==> src/rtl/jssr_pkg.sv <==
// package: constants for the sync-request and error-signaling block
package jssr_pkg;
  // subclass codes
  localparam logic [1:0] SUBCLASS_0 = 2'h0;
  localparam logic [1:0] SUBCLASS_1 = 2'h1;
  localparam logic [1:0] SUBCLASS_2 = 2'h2;
  // error-report width in frame clock periods
  localparam int ERR_FRAMES_F1 = 4;
  localparam int ERR_FRAMES_FN = 2;
  // link clock carries 4 octets; frame is F octets
  localparam int OCTETS_PER_LINK = 4;
  // default /K/ count needed before release
  localparam int K_NEEDED_DEF = 4;
  // receive and transmit error cause fields
  localparam int RXA_CGS_BIT = 0;
  localparam int RXA_DISP_BIT = 1;
  localparam int RXA_NIT_BIT = 2;
  localparam int RXB_FRAME_BIT = 0;
  localparam int RXB_LANE_BIT = 1;
  localparam int RXB_SYSREF_BIT = 2;
  localparam int TXE_SYNC_BIT = 0;
  // receive state codes
  typedef enum logic [1:0] {
    JSSR_RX_SYNCREQ = 2'b00,
    JSSR_RX_WAITREF = 2'b01,
    JSSR_RX_LINKED = 2'b10
  } jssr_rx_state_t;
endpackage

==> src/rtl/jssr_sync2.sv <==
// two-flop synchroniser for a level from outside the link clock domain
module jssr_sync2 #(
  parameter logic RESET_VAL = 1'b0
) (
  // clock and reset
  input wire logic clk,
  input wire logic rstn,
  // level
  input wire logic din,
  output logic dout
);
  logic meta_q;
  logic meta_d;
  logic dout_q;
  logic dout_d;

  always_comb begin
    meta_d = din;
    dout_d = meta_q;
  end

  always_ff @(posedge clk or negedge rstn) begin
    if (!rstn) begin
      meta_q <= RESET_VAL;
      dout_q <= RESET_VAL;
    end else begin
      meta_q <= meta_d;
      dout_q <= dout_d;
    end
  end

  assign dout = dout_q;
endmodule

==> src/rtl/jssr_core.sv <==
// sync-request release (receiver) and sync error qualifier (transmitter)
module jssr_core #(
  parameter int K_NEEDED = jssr_pkg::K_NEEDED_DEF,
  parameter int CNT_W = 8
) (
  // clock and reset (link clock domain)
  input wire logic clk,
  input wire logic rstn,
  // configuration
  input wire logic [1:0] subclass,
  input wire logic [7:0] octets_per_frame,
  // receiver side lane status (same domain)
  input wire logic k_char_seen,
  input wire logic rx_cgs_err,
  input wire logic rx_disp_err,
  input wire logic rx_nit_err,
  input wire logic rx_frame_err,
  input wire logic rx_lane_err,
  input wire logic rx_err_clear,
  // reference edge pin
  input wire logic sysref,
  // receiver sync request out
  output logic rx_sync_n,
  output logic rx_irq,
  output logic [2:0] receive_error_status_a,
  output logic [2:0] receive_error_status_b,
  // transmitter sync in from converter (pin)
  input wire logic tx_sync_n,
  input wire logic tx_err_clear,
  output logic tx_irq,
  output logic [0:0] tx_error_status
);
  // the threshold for F of 255 needs eight count bits
  if (K_NEEDED < 1 || CNT_W < 8 || CNT_W > 16 || K_NEEDED >= (1 << CNT_W)) begin : g_bad_param
    $error("K_NEEDED or CNT_W out of range");
  end

  logic sysref_s;
  logic sync_s;
  jssr_sync2 #(.RESET_VAL(1'b0)) u_sref (.clk(clk), .rstn(rstn), .din(sysref), .dout(sysref_s));
  jssr_sync2 #(.RESET_VAL(1'b1)) u_sync (.clk(clk), .rstn(rstn), .din(tx_sync_n), .dout(sync_s));

  // ---------------- receiver ----------------
  jssr_pkg::jssr_rx_state_t st_q, st_d;
  logic [CNT_W-1:0] kcnt_q, kcnt_d;
  logic sref_prev_q, sref_prev_d;
  logic sref_seen_q, sref_seen_d;
  logic rx_sync_n_q, rx_sync_n_d;
  logic [2:0] rxa_q, rxa_d;
  logic [2:0] rxb_q, rxb_d;
  logic rx_irq_q, rx_irq_d;
  logic sref_rise;
  logic need_ref;

  always_comb begin
    sref_rise = sysref_s & ~sref_prev_q;
    need_ref = (subclass == jssr_pkg::SUBCLASS_1) || (subclass == jssr_pkg::SUBCLASS_2);
    st_d = st_q;
    kcnt_d = kcnt_q;
    sref_prev_d = sysref_s;
    sref_seen_d = sref_seen_q | sref_rise;
    unique case (st_q)
      jssr_pkg::JSSR_RX_SYNCREQ: begin
        if (!k_char_seen) kcnt_d = '0;
        else if (kcnt_q < CNT_W'(K_NEEDED)) kcnt_d = kcnt_q + 1'b1;
        if (k_char_seen && kcnt_q >= CNT_W'(K_NEEDED - 1)) st_d = jssr_pkg::JSSR_RX_WAITREF;
      end
      jssr_pkg::JSSR_RX_WAITREF: begin
        if (!need_ref || sref_seen_q) st_d = jssr_pkg::JSSR_RX_LINKED;
        else if (!k_char_seen) begin
          // a stale count would let one /K/ cycle release the line
          st_d = jssr_pkg::JSSR_RX_SYNCREQ;
          kcnt_d = '0;
        end
      end
      jssr_pkg::JSSR_RX_LINKED: begin
        // loss of sync restarts the request; errors never pulse the line
        if (rx_cgs_err) begin
          st_d = jssr_pkg::JSSR_RX_SYNCREQ;
          kcnt_d = '0;
        end
      end
    endcase
    rx_sync_n_d = (st_d == jssr_pkg::JSSR_RX_LINKED);
    // set wins over clear
    rxa_d = (rx_err_clear ? 3'h0 : rxa_q) | {rx_nit_err, rx_disp_err, rx_cgs_err};
    rxb_d = (rx_err_clear ? 3'h0 : rxb_q)
      | {sref_rise & sref_seen_q & (st_q == jssr_pkg::JSSR_RX_LINKED) & 1'b0, rx_lane_err, rx_frame_err};
    rx_irq_d = (|rxa_d) | (|rxb_d);
  end

  always_ff @(posedge clk or negedge rstn) begin
    if (!rstn) begin
      st_q <= jssr_pkg::JSSR_RX_SYNCREQ;
      kcnt_q <= '0;
      sref_prev_q <= 1'b0;
      sref_seen_q <= 1'b0;
      rx_sync_n_q <= 1'b0;
      rxa_q <= 3'h0;
      rxb_q <= 3'h0;
      rx_irq_q <= 1'b0;
    end else begin
      st_q <= st_d;
      kcnt_q <= kcnt_d;
      sref_prev_q <= sref_prev_d;
      sref_seen_q <= sref_seen_d;
      rx_sync_n_q <= rx_sync_n_d;
      rxa_q <= rxa_d;
      rxb_q <= rxb_d;
      rx_irq_q <= rx_irq_d;
    end
  end

  // ---------------- transmitter ----------------
  // threshold in link cycles: frames*F/4 rounded up, at least one
  logic [CNT_W-1:0] low_q, low_d;
  logic [CNT_W-1:0] thr;
  logic [9:0] thr_oct;
  logic [0:0] txe_q, txe_d;
  logic tx_irq_q, tx_irq_d;
  logic err_hit;

  always_comb begin
    thr_oct = (octets_per_frame == 8'h01) ? 10'(jssr_pkg::ERR_FRAMES_F1)
                                          : 10'(jssr_pkg::ERR_FRAMES_FN) * {2'h0, octets_per_frame};
    thr = CNT_W'((thr_oct + 10'(jssr_pkg::OCTETS_PER_LINK - 1)) / 10'(jssr_pkg::OCTETS_PER_LINK));
    if (thr == '0) thr = CNT_W'(1);
    // width counted on link clock samples
    low_d = sync_s ? '0 : ((low_q == '1) ? low_q : low_q + 1'b1);
    // one report per low pulse, at the cycle the width is reached; shorter ignored
    err_hit = !sync_s && (low_q == thr - 1'b1);
    txe_d = (tx_err_clear ? 1'b0 : txe_q) | err_hit;
    tx_irq_d = txe_d[jssr_pkg::TXE_SYNC_BIT];
  end

  always_ff @(posedge clk or negedge rstn) begin
    if (!rstn) begin
      low_q <= '0;
      txe_q <= 1'b0;
      tx_irq_q <= 1'b0;
    end else begin
      low_q <= low_d;
      txe_q <= txe_d;
      tx_irq_q <= tx_irq_d;
    end
  end

  assign rx_sync_n = rx_sync_n_q;
  assign rx_irq = rx_irq_q;
  // sticky levels, so a separate status clock may resample them
  assign receive_error_status_a = rxa_q;
  assign receive_error_status_b = rxb_q;
  assign tx_irq = tx_irq_q;
  assign tx_error_status = txe_q;

  // ---------------- assertions ----------------
  a_sync_low_reset: assert property (@(posedge clk) !rstn |-> !rx_sync_n)
    else $error("sync request released during reset");
  a_release_needs_k: assert property (@(posedge clk) disable iff (!rstn)
    $rose(rx_sync_n) |-> $past(st_q) != jssr_pkg::JSSR_RX_SYNCREQ)
    else $error("sync released without /K/ count");
  a_release_needs_ref: assert property (@(posedge clk) disable iff (!rstn)
    $rose(rx_sync_n) && subclass != jssr_pkg::SUBCLASS_0 |-> sref_seen_q)
    else $error("sync released before reference edge");
  a_sub2_same_release: assert property (@(posedge clk) disable iff (!rstn)
    $rose(rx_sync_n) && subclass == jssr_pkg::SUBCLASS_2 |-> $past(sref_seen_q))
    else $error("subclass 2 release without reference edge");
  a_err_width: assert property (@(posedge clk) disable iff (!rstn)
    $rose(txe_q[0]) |-> $past(low_q) == thr - 1'b1)
    else $error("error report at wrong width");
  a_err_irq: assert property (@(posedge clk) disable iff (!rstn)
    $rose(txe_q[0]) |=> tx_irq)
    else $error("no interrupt after error report");
  a_short_ignored: assert property (@(posedge clk) disable iff (!rstn)
    sync_s && $past(low_q) < thr && !$past(txe_q[0]) && !$past(tx_err_clear) |-> !txe_q[0] || $past(err_hit))
    else $error("short pulse reported");
  a_no_err_pulse: assert property (@(posedge clk) disable iff (!rstn)
    rx_sync_n && !rx_cgs_err |=> rx_sync_n)
    else $error("sync dropped without loss of sync");
  a_rx_irq: assert property (@(posedge clk) disable iff (!rstn)
    rx_frame_err |=> rx_irq)
    else $error("receive error without interrupt");
  a_width_count: assert property (@(posedge clk) disable iff (!rstn)
    !sync_s && low_q != '1 |=> low_q == $past(low_q) + 1'b1)
    else $error("width counter stalled");

  c_release: cover property (@(posedge clk) disable iff (!rstn) $rose(rx_sync_n));
  c_tx_err: cover property (@(posedge clk) disable iff (!rstn) $rose(tx_irq));
  c_rx_err: cover property (@(posedge clk) disable iff (!rstn) $rose(rx_irq));
  c_resync: cover property (@(posedge clk) disable iff (!rstn) $fell(rx_sync_n));
endmodule

==> config.mk <==
export PLATFORM = sky130hd
export DESIGN_NAME = jssr_core
export DESIGN_NICKNAME = d
export VERILOG_FILES = /design/src/rtl/jssr_pkg.sv /design/src/rtl/jssr_sync2.sv /design/src/rtl/jssr_core.sv
export SDC_FILE = /design/constraint.sdc
export NUM_CORES = 1
export LEC_CHECK = 0
export BUFFER_PORTS_ARGS = -buffer_cell sky130_fd_sc_hd__buf_2
export CORE_MARGIN = 5
export CORE_UTILIZATION = 61
export CTS_CLUSTER_SIZE = 10
export DETAILED_ROUTE_END_ITERATION = 6
export PLACE_DENSITY = 0.82
export SYNTH_ARGS = -nofsm -noshare
export SYNTH_HDL_FRONTEND = slang
export SYNTH_HIERARCHICAL = 1
export SYNTH_SLANG_ARGS = --single-unit
==> constraint.sdc <==
create_clock -name clk -period 5.74 [get_ports clk]
set_clock_uncertainty 0.15 [all_clocks]
set_input_delay 0.861 -clock clk [delete_from_list [all_inputs] [get_ports clk]]
set_output_delay 0.861 -clock clk [all_outputs]
set_load 0.03 [all_outputs]
**Word level (Yosys, flattened, before mapping)**

Cells that the tools add are included.

- Flip-flop bits (word level): 33
- Output and inout bits: 10

- Add/sub/neg operators: 4
- Magnitude comparators: 2
- Equality and inequality tests: 13
- Muxes and demuxes: 18
- Bitwise logic cells: 7
- Reduce and logical (&&, ||, !) cells: 11

Operators with widths:

| operator | count |
|---|---|
| 8-bit two-way mux | 8 |
| 8-bit one-hot mux with 3 select lines | 1 |
| 8-bit by 1-bit adder with 8-bit output (second input constant) | 2 |
| 9-bit by 2-bit adder with 10-bit output (second input constant) | 1 |
| 9-bit two-way mux | 1 |
| 8-bit by 1-bit equality test with 1-bit output (second input constant) | 1 |
| 8-bit equality test | 1 |
| 8-bit equality test (second input constant) | 1 |
| 8-bit by 2-bit >= comparator with 1-bit output (second input constant) | 1 |
| 8-bit zero test | 1 |
| 8-bit by 3-bit < comparator with 1-bit output (second input constant) | 1 |
| 2-bit two-way mux | 4 |
| 8-bit by 1-bit subtractor with 8-bit output (second input constant) | 1 |
| 2-bit equality test (second input constant) | 3 |
| 3-bit two-way mux | 2 |
| 2-bit inequality test (second input constant) | 3 |
| 2-bit one-hot mux with 3 select lines | 1 |
| 3-bit OR reduction | 2 |
| 2-bit by 1-bit equality test with 1-bit output (second input constant) | 2 |
| 4-bit AND reduction | 1 |
| 3-bit inequality test (second input constant) | 1 |
| 1-bit bitwise OR | 3 |
| 3-bit by 2-bit bitwise OR with 3-bit output | 1 |
| 3-bit bitwise OR | 1 |
| 8 further kinds | 11 |

**Logic depth before layout (Yosys ltp)**

- Depth after elaboration: 9
- Gate-level depth with buffers: 14
- Depth with buffers taken out: 12

**Cells and area by module**

The synthesis kept the hierarchy.

Modules (own cells, without submodules):

| module | times used | cells an instance | area an instance (um2) | sequential area each (um2) |
|---|---|---|---|---|
| jssr_core | 1 | 222 | 1926.8 | 725.7 |
| jssr_sync2 at u_sync | 1 | 2 | 52.6 | 52.6 |
| jssr_sync2 at u_sref | 1 | 2 | 50.0 | 50.0 |

**Worst setup path before layout**

No wires, ideal clock.

- Path kind: input to register
- Start: input port octets_per_frame[0]
- End: register tx_irq_q, in the netlist tx_irq
- Arrival: 3.118 ns
- Required time: 5.495 ns
- Setup slack: 2.376 ns
- Stages: 13
- Cell sequence: ha_1 -> clkbuf_2 -> nand3_1 -> or3_1 -> a221oi_1 -> nor2_1 -> ha_1 -> nand3b_1 -> a21oi_1 -> a31oi_1 -> xnor2_1 -> nand4_1 -> o31ai_1

- Longest elaborated chain between the ends: 9

Ends and longest elaborated chain:

| element | line | RTL |
|---|---|---|
| start, declared | jssr_core.sv:11 | `input wire logic [7:0] octets_per_frame,` |
| 8-bit by 1-bit equality test with 1-bit output | jssr_core.sv:124 | `thr_oct = (octets_per_frame == 8'h01) ? 10'(jssr_pkg::ERR_FRAMES_F1)` |
| 9-bit two-way mux * | jssr_core.sv:124 |  |
| 9-bit by 2-bit adder with 10-bit output * | jssr_core.sv:126 | `thr = CNT_W'((thr_oct + 10'(jssr_pkg::OCTETS_PER_LINK - 1)) / 10'(jssr_pkg::OCTETS_PER_LINK));` |
| 8-bit zero test | jssr_core.sv:127 | `if (thr == '0) thr = CNT_W'(1);` |
| 8-bit two-way mux * | jssr_core.sv:127 |  |
| 8-bit by 1-bit subtractor with 8-bit output * | jssr_core.sv:131 | `err_hit = !sync_s && (low_q == thr - 1'b1);` |
| 8-bit equality test * | jssr_core.sv:131 |  |
| 1-bit logical AND * | jssr_core.sv:131 |  |
| 1-bit bitwise OR * | jssr_core.sv:132 | `txe_d = (tx_err_clear ? 1'b0 : txe_q) \| err_hit;` |
| via tx_irq_d | jssr_core.sv:120 | `logic tx_irq_q, tx_irq_d;` |
| end signal, assigned | jssr_core.sv:144 | `tx_irq_q <= tx_irq_d;` |
| end, declared | jssr_core.sv:120 |  |

The timed path passes the listed nets; every way through them passes the cells marked *.
A chain may end at the register's enable or synchronous reset.

**Worst setup path after layout**

Same ends and word-level chain as after synthesis.

==> impl_metrics.tcl <==
set metrics [dict create \
    status "finished, final reports clean" \
    grt_setup_unrepaired "no" \
    syn_inst 226 \
    cts_num_sinks 33 \
    synth-async-reset-ratio_pct 100 \
    yosys_warnings 6 \
    synth_ff_type "dfrtp_1" \
    maxSlewViolCount 0 \
    grt_use_total_pct 19.8 \
    grt_first_pass_wirelength_mm 6.80 \
    drv_cap 0 \
    grt_pass1_vias 1544 \
    cts-root-buf "clkbuf_4" \
    vias 1689 \
    holdPathEnd "u_sync/dout" \
    clockBufferDepth 2 \
    cts_htree_levels 2 \
    synthesis.area_um2 2030 \
    switchingPower_mw 0.195 \
    layout-area-overhead-vs-synth_pct 10.0 \
    max_slew_margin_pct 52.9 \
    ant_nets 0 \
    cp_max_fo 9 \
    clkPwrFrac_pct 23.1 \
    cts_tree "done" \
    multiInputGateArea_um2 1090 \
    end_kind "flop" \
    hp-start "u_sync/dout_d" \
    r2r_start "kcnt_q[6]" \
    antenna_cells 0 \
    hpwl_mm 2.99 \
    synth_most_common_cell "dfrtp_1" \
    syn_nets 256 \
    total_power_mw 0.575 \
    start_util_pct 61.8 \
    finalWeightedCongestion 0.861 \
    ys_ff_latch 33 \
    fmax_mhz 279 \
    wl_mm 3.94 \
    power_leakage_nw 1.00 \
    ys_top_cells_by_area "dfrtp_1, ha_1, xnor2_1" \
    synth_commonest_cells "dfrtp_1, nor2_1, o21ai_0" \
    drt_pass1_iterations 4 \
    drc 0 \
    grt-ovfl-total 0 \
    fin_util_pct 68.0 \
    hold_viol_final 0 \
    yosys.area.top_type "dfrtp_1" \
    vdd_drop_max_uv 185 \
    worstSetupPathType "input pin to flop" \
    grt_max_degree 34 \
    setup_viol 0 \
    drt-initial-drc-count 151 \
    dieArea_um2 4580 \
    p_int_mw 0.380 \
    wl_per_cell_um 13.3 \
    drive_gt1_share_pct 16.7 \
    fin_tns_setup_ns 0 \
    regArea_um2 828 \
    whs_path_depth 0 \
    yosysSeqAreaShare_pct 40.8 \
    port_buffers 31 \
    postCtsSetupBuffers 0 \
    row_count 21 \
    ctsResizeCount 0 \
    nNetsFinal 280 \
    die_h_um 67.7 \
    arrival_ns 3.68 \
    worstSkewPairLatency_ns 0.32 \
    r2r_end "kcnt_q[7]" \
    period_minus_slack_ns 3.59 \
    hp-class "flop to flop" \
    combPwrFrac_pct 30.0 \
    pwr-share-seq_pct 46.9 \
    rr_worst_depth 6 \
    synth_cell_types 48 \
    ios 32 \
    via_per_inst 5.69 \
    synth-edff-count 0 \
    ff2ff_setup_slack_ns 3.39 \
    cts.clk_slew.worst_paths_ns 0.10 \
    tightest_slew_ns 0.706 \
    fillCellCount 276 \
    syn_area_per_cell_um2 8.98 \
    antenna_found_initial 0 \
    crit_required_ns 5.83 \
    coreArea_um2 3280 \
    die_x_um 67.7 \
    powerDensity_nw_per_um2 257 \
    ctsHoldBuffers 0 \
    synth_top_cell_area_share_pct 38.2 \
    swShare_pct 34.0 \
    cts_buffers 5 \
    critPathLaunchType "input pin" \
    fin_crit_sh_pct 62.5 \
]
[final cells by class]
type | instances | area share (%)
repair buffers | 31 | 6.95
clock buffers | 8 | 2.63
flip-flops and latches | 33 | 37.1
multi-input cells | 168 | 48.9
well taps | 46 | 2.58
inverters | 11 | 1.85
[cells by family (layout without fill, tap and decap cells)]
kind of cell    count (synthesis)  count (layout)  share of synthesized area [%]
fa+ha+maj                       8               8                           4.93
buf+inv                        25              50                           5.36
simple gates                   80              80                           19.9
mux                             3               3                           1.48
xor+xnor                       18              18                           7.77
flops                          33              33                           40.8
compound gates                 59              59                           19.8
[critical path: stages]
cell and delay, ns:
buf_2 0.17, ha_1 0.31, nand3_1 0.22, or3_1 0.40
a221oi_1 0.43, nor2_1 0.12, ha_1 0.28, nand3b_1 0.18
a21oi_1 0.12, a31oi_1 0.07, xnor2_1 0.17, nand4_1 0.11
o31ai_1 0.24
[power groups by stage]
stage	Combinational, mW	Clock [mW]	Sequential, mW
after CTS	0.173	0.139	0.270
final	0.173	0.133	0.269
after detailed placement	0.173	0	0.274
after global routing	0.198	0.149	0.272
after floorplan	0.124	0	0.281
after global placement	0.170	0	0.273
[cells in the final DEF (no fill, tap or decap), types with 6 or more instances in the layout]
cell / n
buf_2: 31
dfrtp_1: 31
nor2_1: 22
o21ai_0: 15
nand2_1: 13
xnor2_1: 11
inv_1: 11
nand3_1: 11
ha_1: 8
xor2_1: 7
a31oi_1: 7
nand4_1: 7
a21oi_1: 7
nand2b_1: 6
a21o_1: 6
o31ai_1: 6
[flip-flops by register name, indices dropped and copies added (netlist names)]
name	flops
rx_irq	1
kcnt_q	8
sref_seen_q	1
u_sync/dout	1
tx_irq	1
u_sref/dout_d	1
low_q	8
u_sref/dout	1
receive_error_status_a	3
receive_error_status_b	3
rx_sync_n	1
st_q	2
u_sync/dout_d	1
sref_prev_q	1
[layer usage]
layer | vias up | global-route usage, % | part of all wire, % | routed length (um)
met5 | - | 0 | 0 | 0
met4 | 0 | 8.10 | 1.6 | 62
met3 | 6 | 4.49 | 6.7 | 264
met2 | 49 | 29.8 | 45 | 1780
met1 | 772 | 27.3 | 46 | 1830
li1 | 862 | - | - | -
[through the flow]
step / instances / hold WS [ns] / worst slack [ns] / area [um^2]
detailed placement: 289 / 0.196 / 1.83 / 2170
global route: 297 / 0.219 / 1.88 / 2230
CTS: 297 / 0.211 / 2.18 / 2230
floorplan: 226 / 0.181 / 2.38 / 2030
global placement: 289 / 0.181 / 1.99 / 2170
finish: 297 / 0.209 / 2.15 / 2230
[how the worst max path moves through the flow]
stage	endpoint	cells past startpoint	slack (ns)	start
after floorplan	tx_irq	13	2.38	octets_per_frame[0]
after global placement	tx_irq	13	1.99	octets_per_frame[0]
after detailed placement	tx_irq	13	1.83	octets_per_frame[0]
after CTS	tx_irq	13	2.18	octets_per_frame[0]
after global routing	tx_irq	13	1.88	octets_per_frame[0]
final	tx_irq	13	2.15	octets_per_frame[0]
Note: power is estimated with default switching activity, not from simulation.
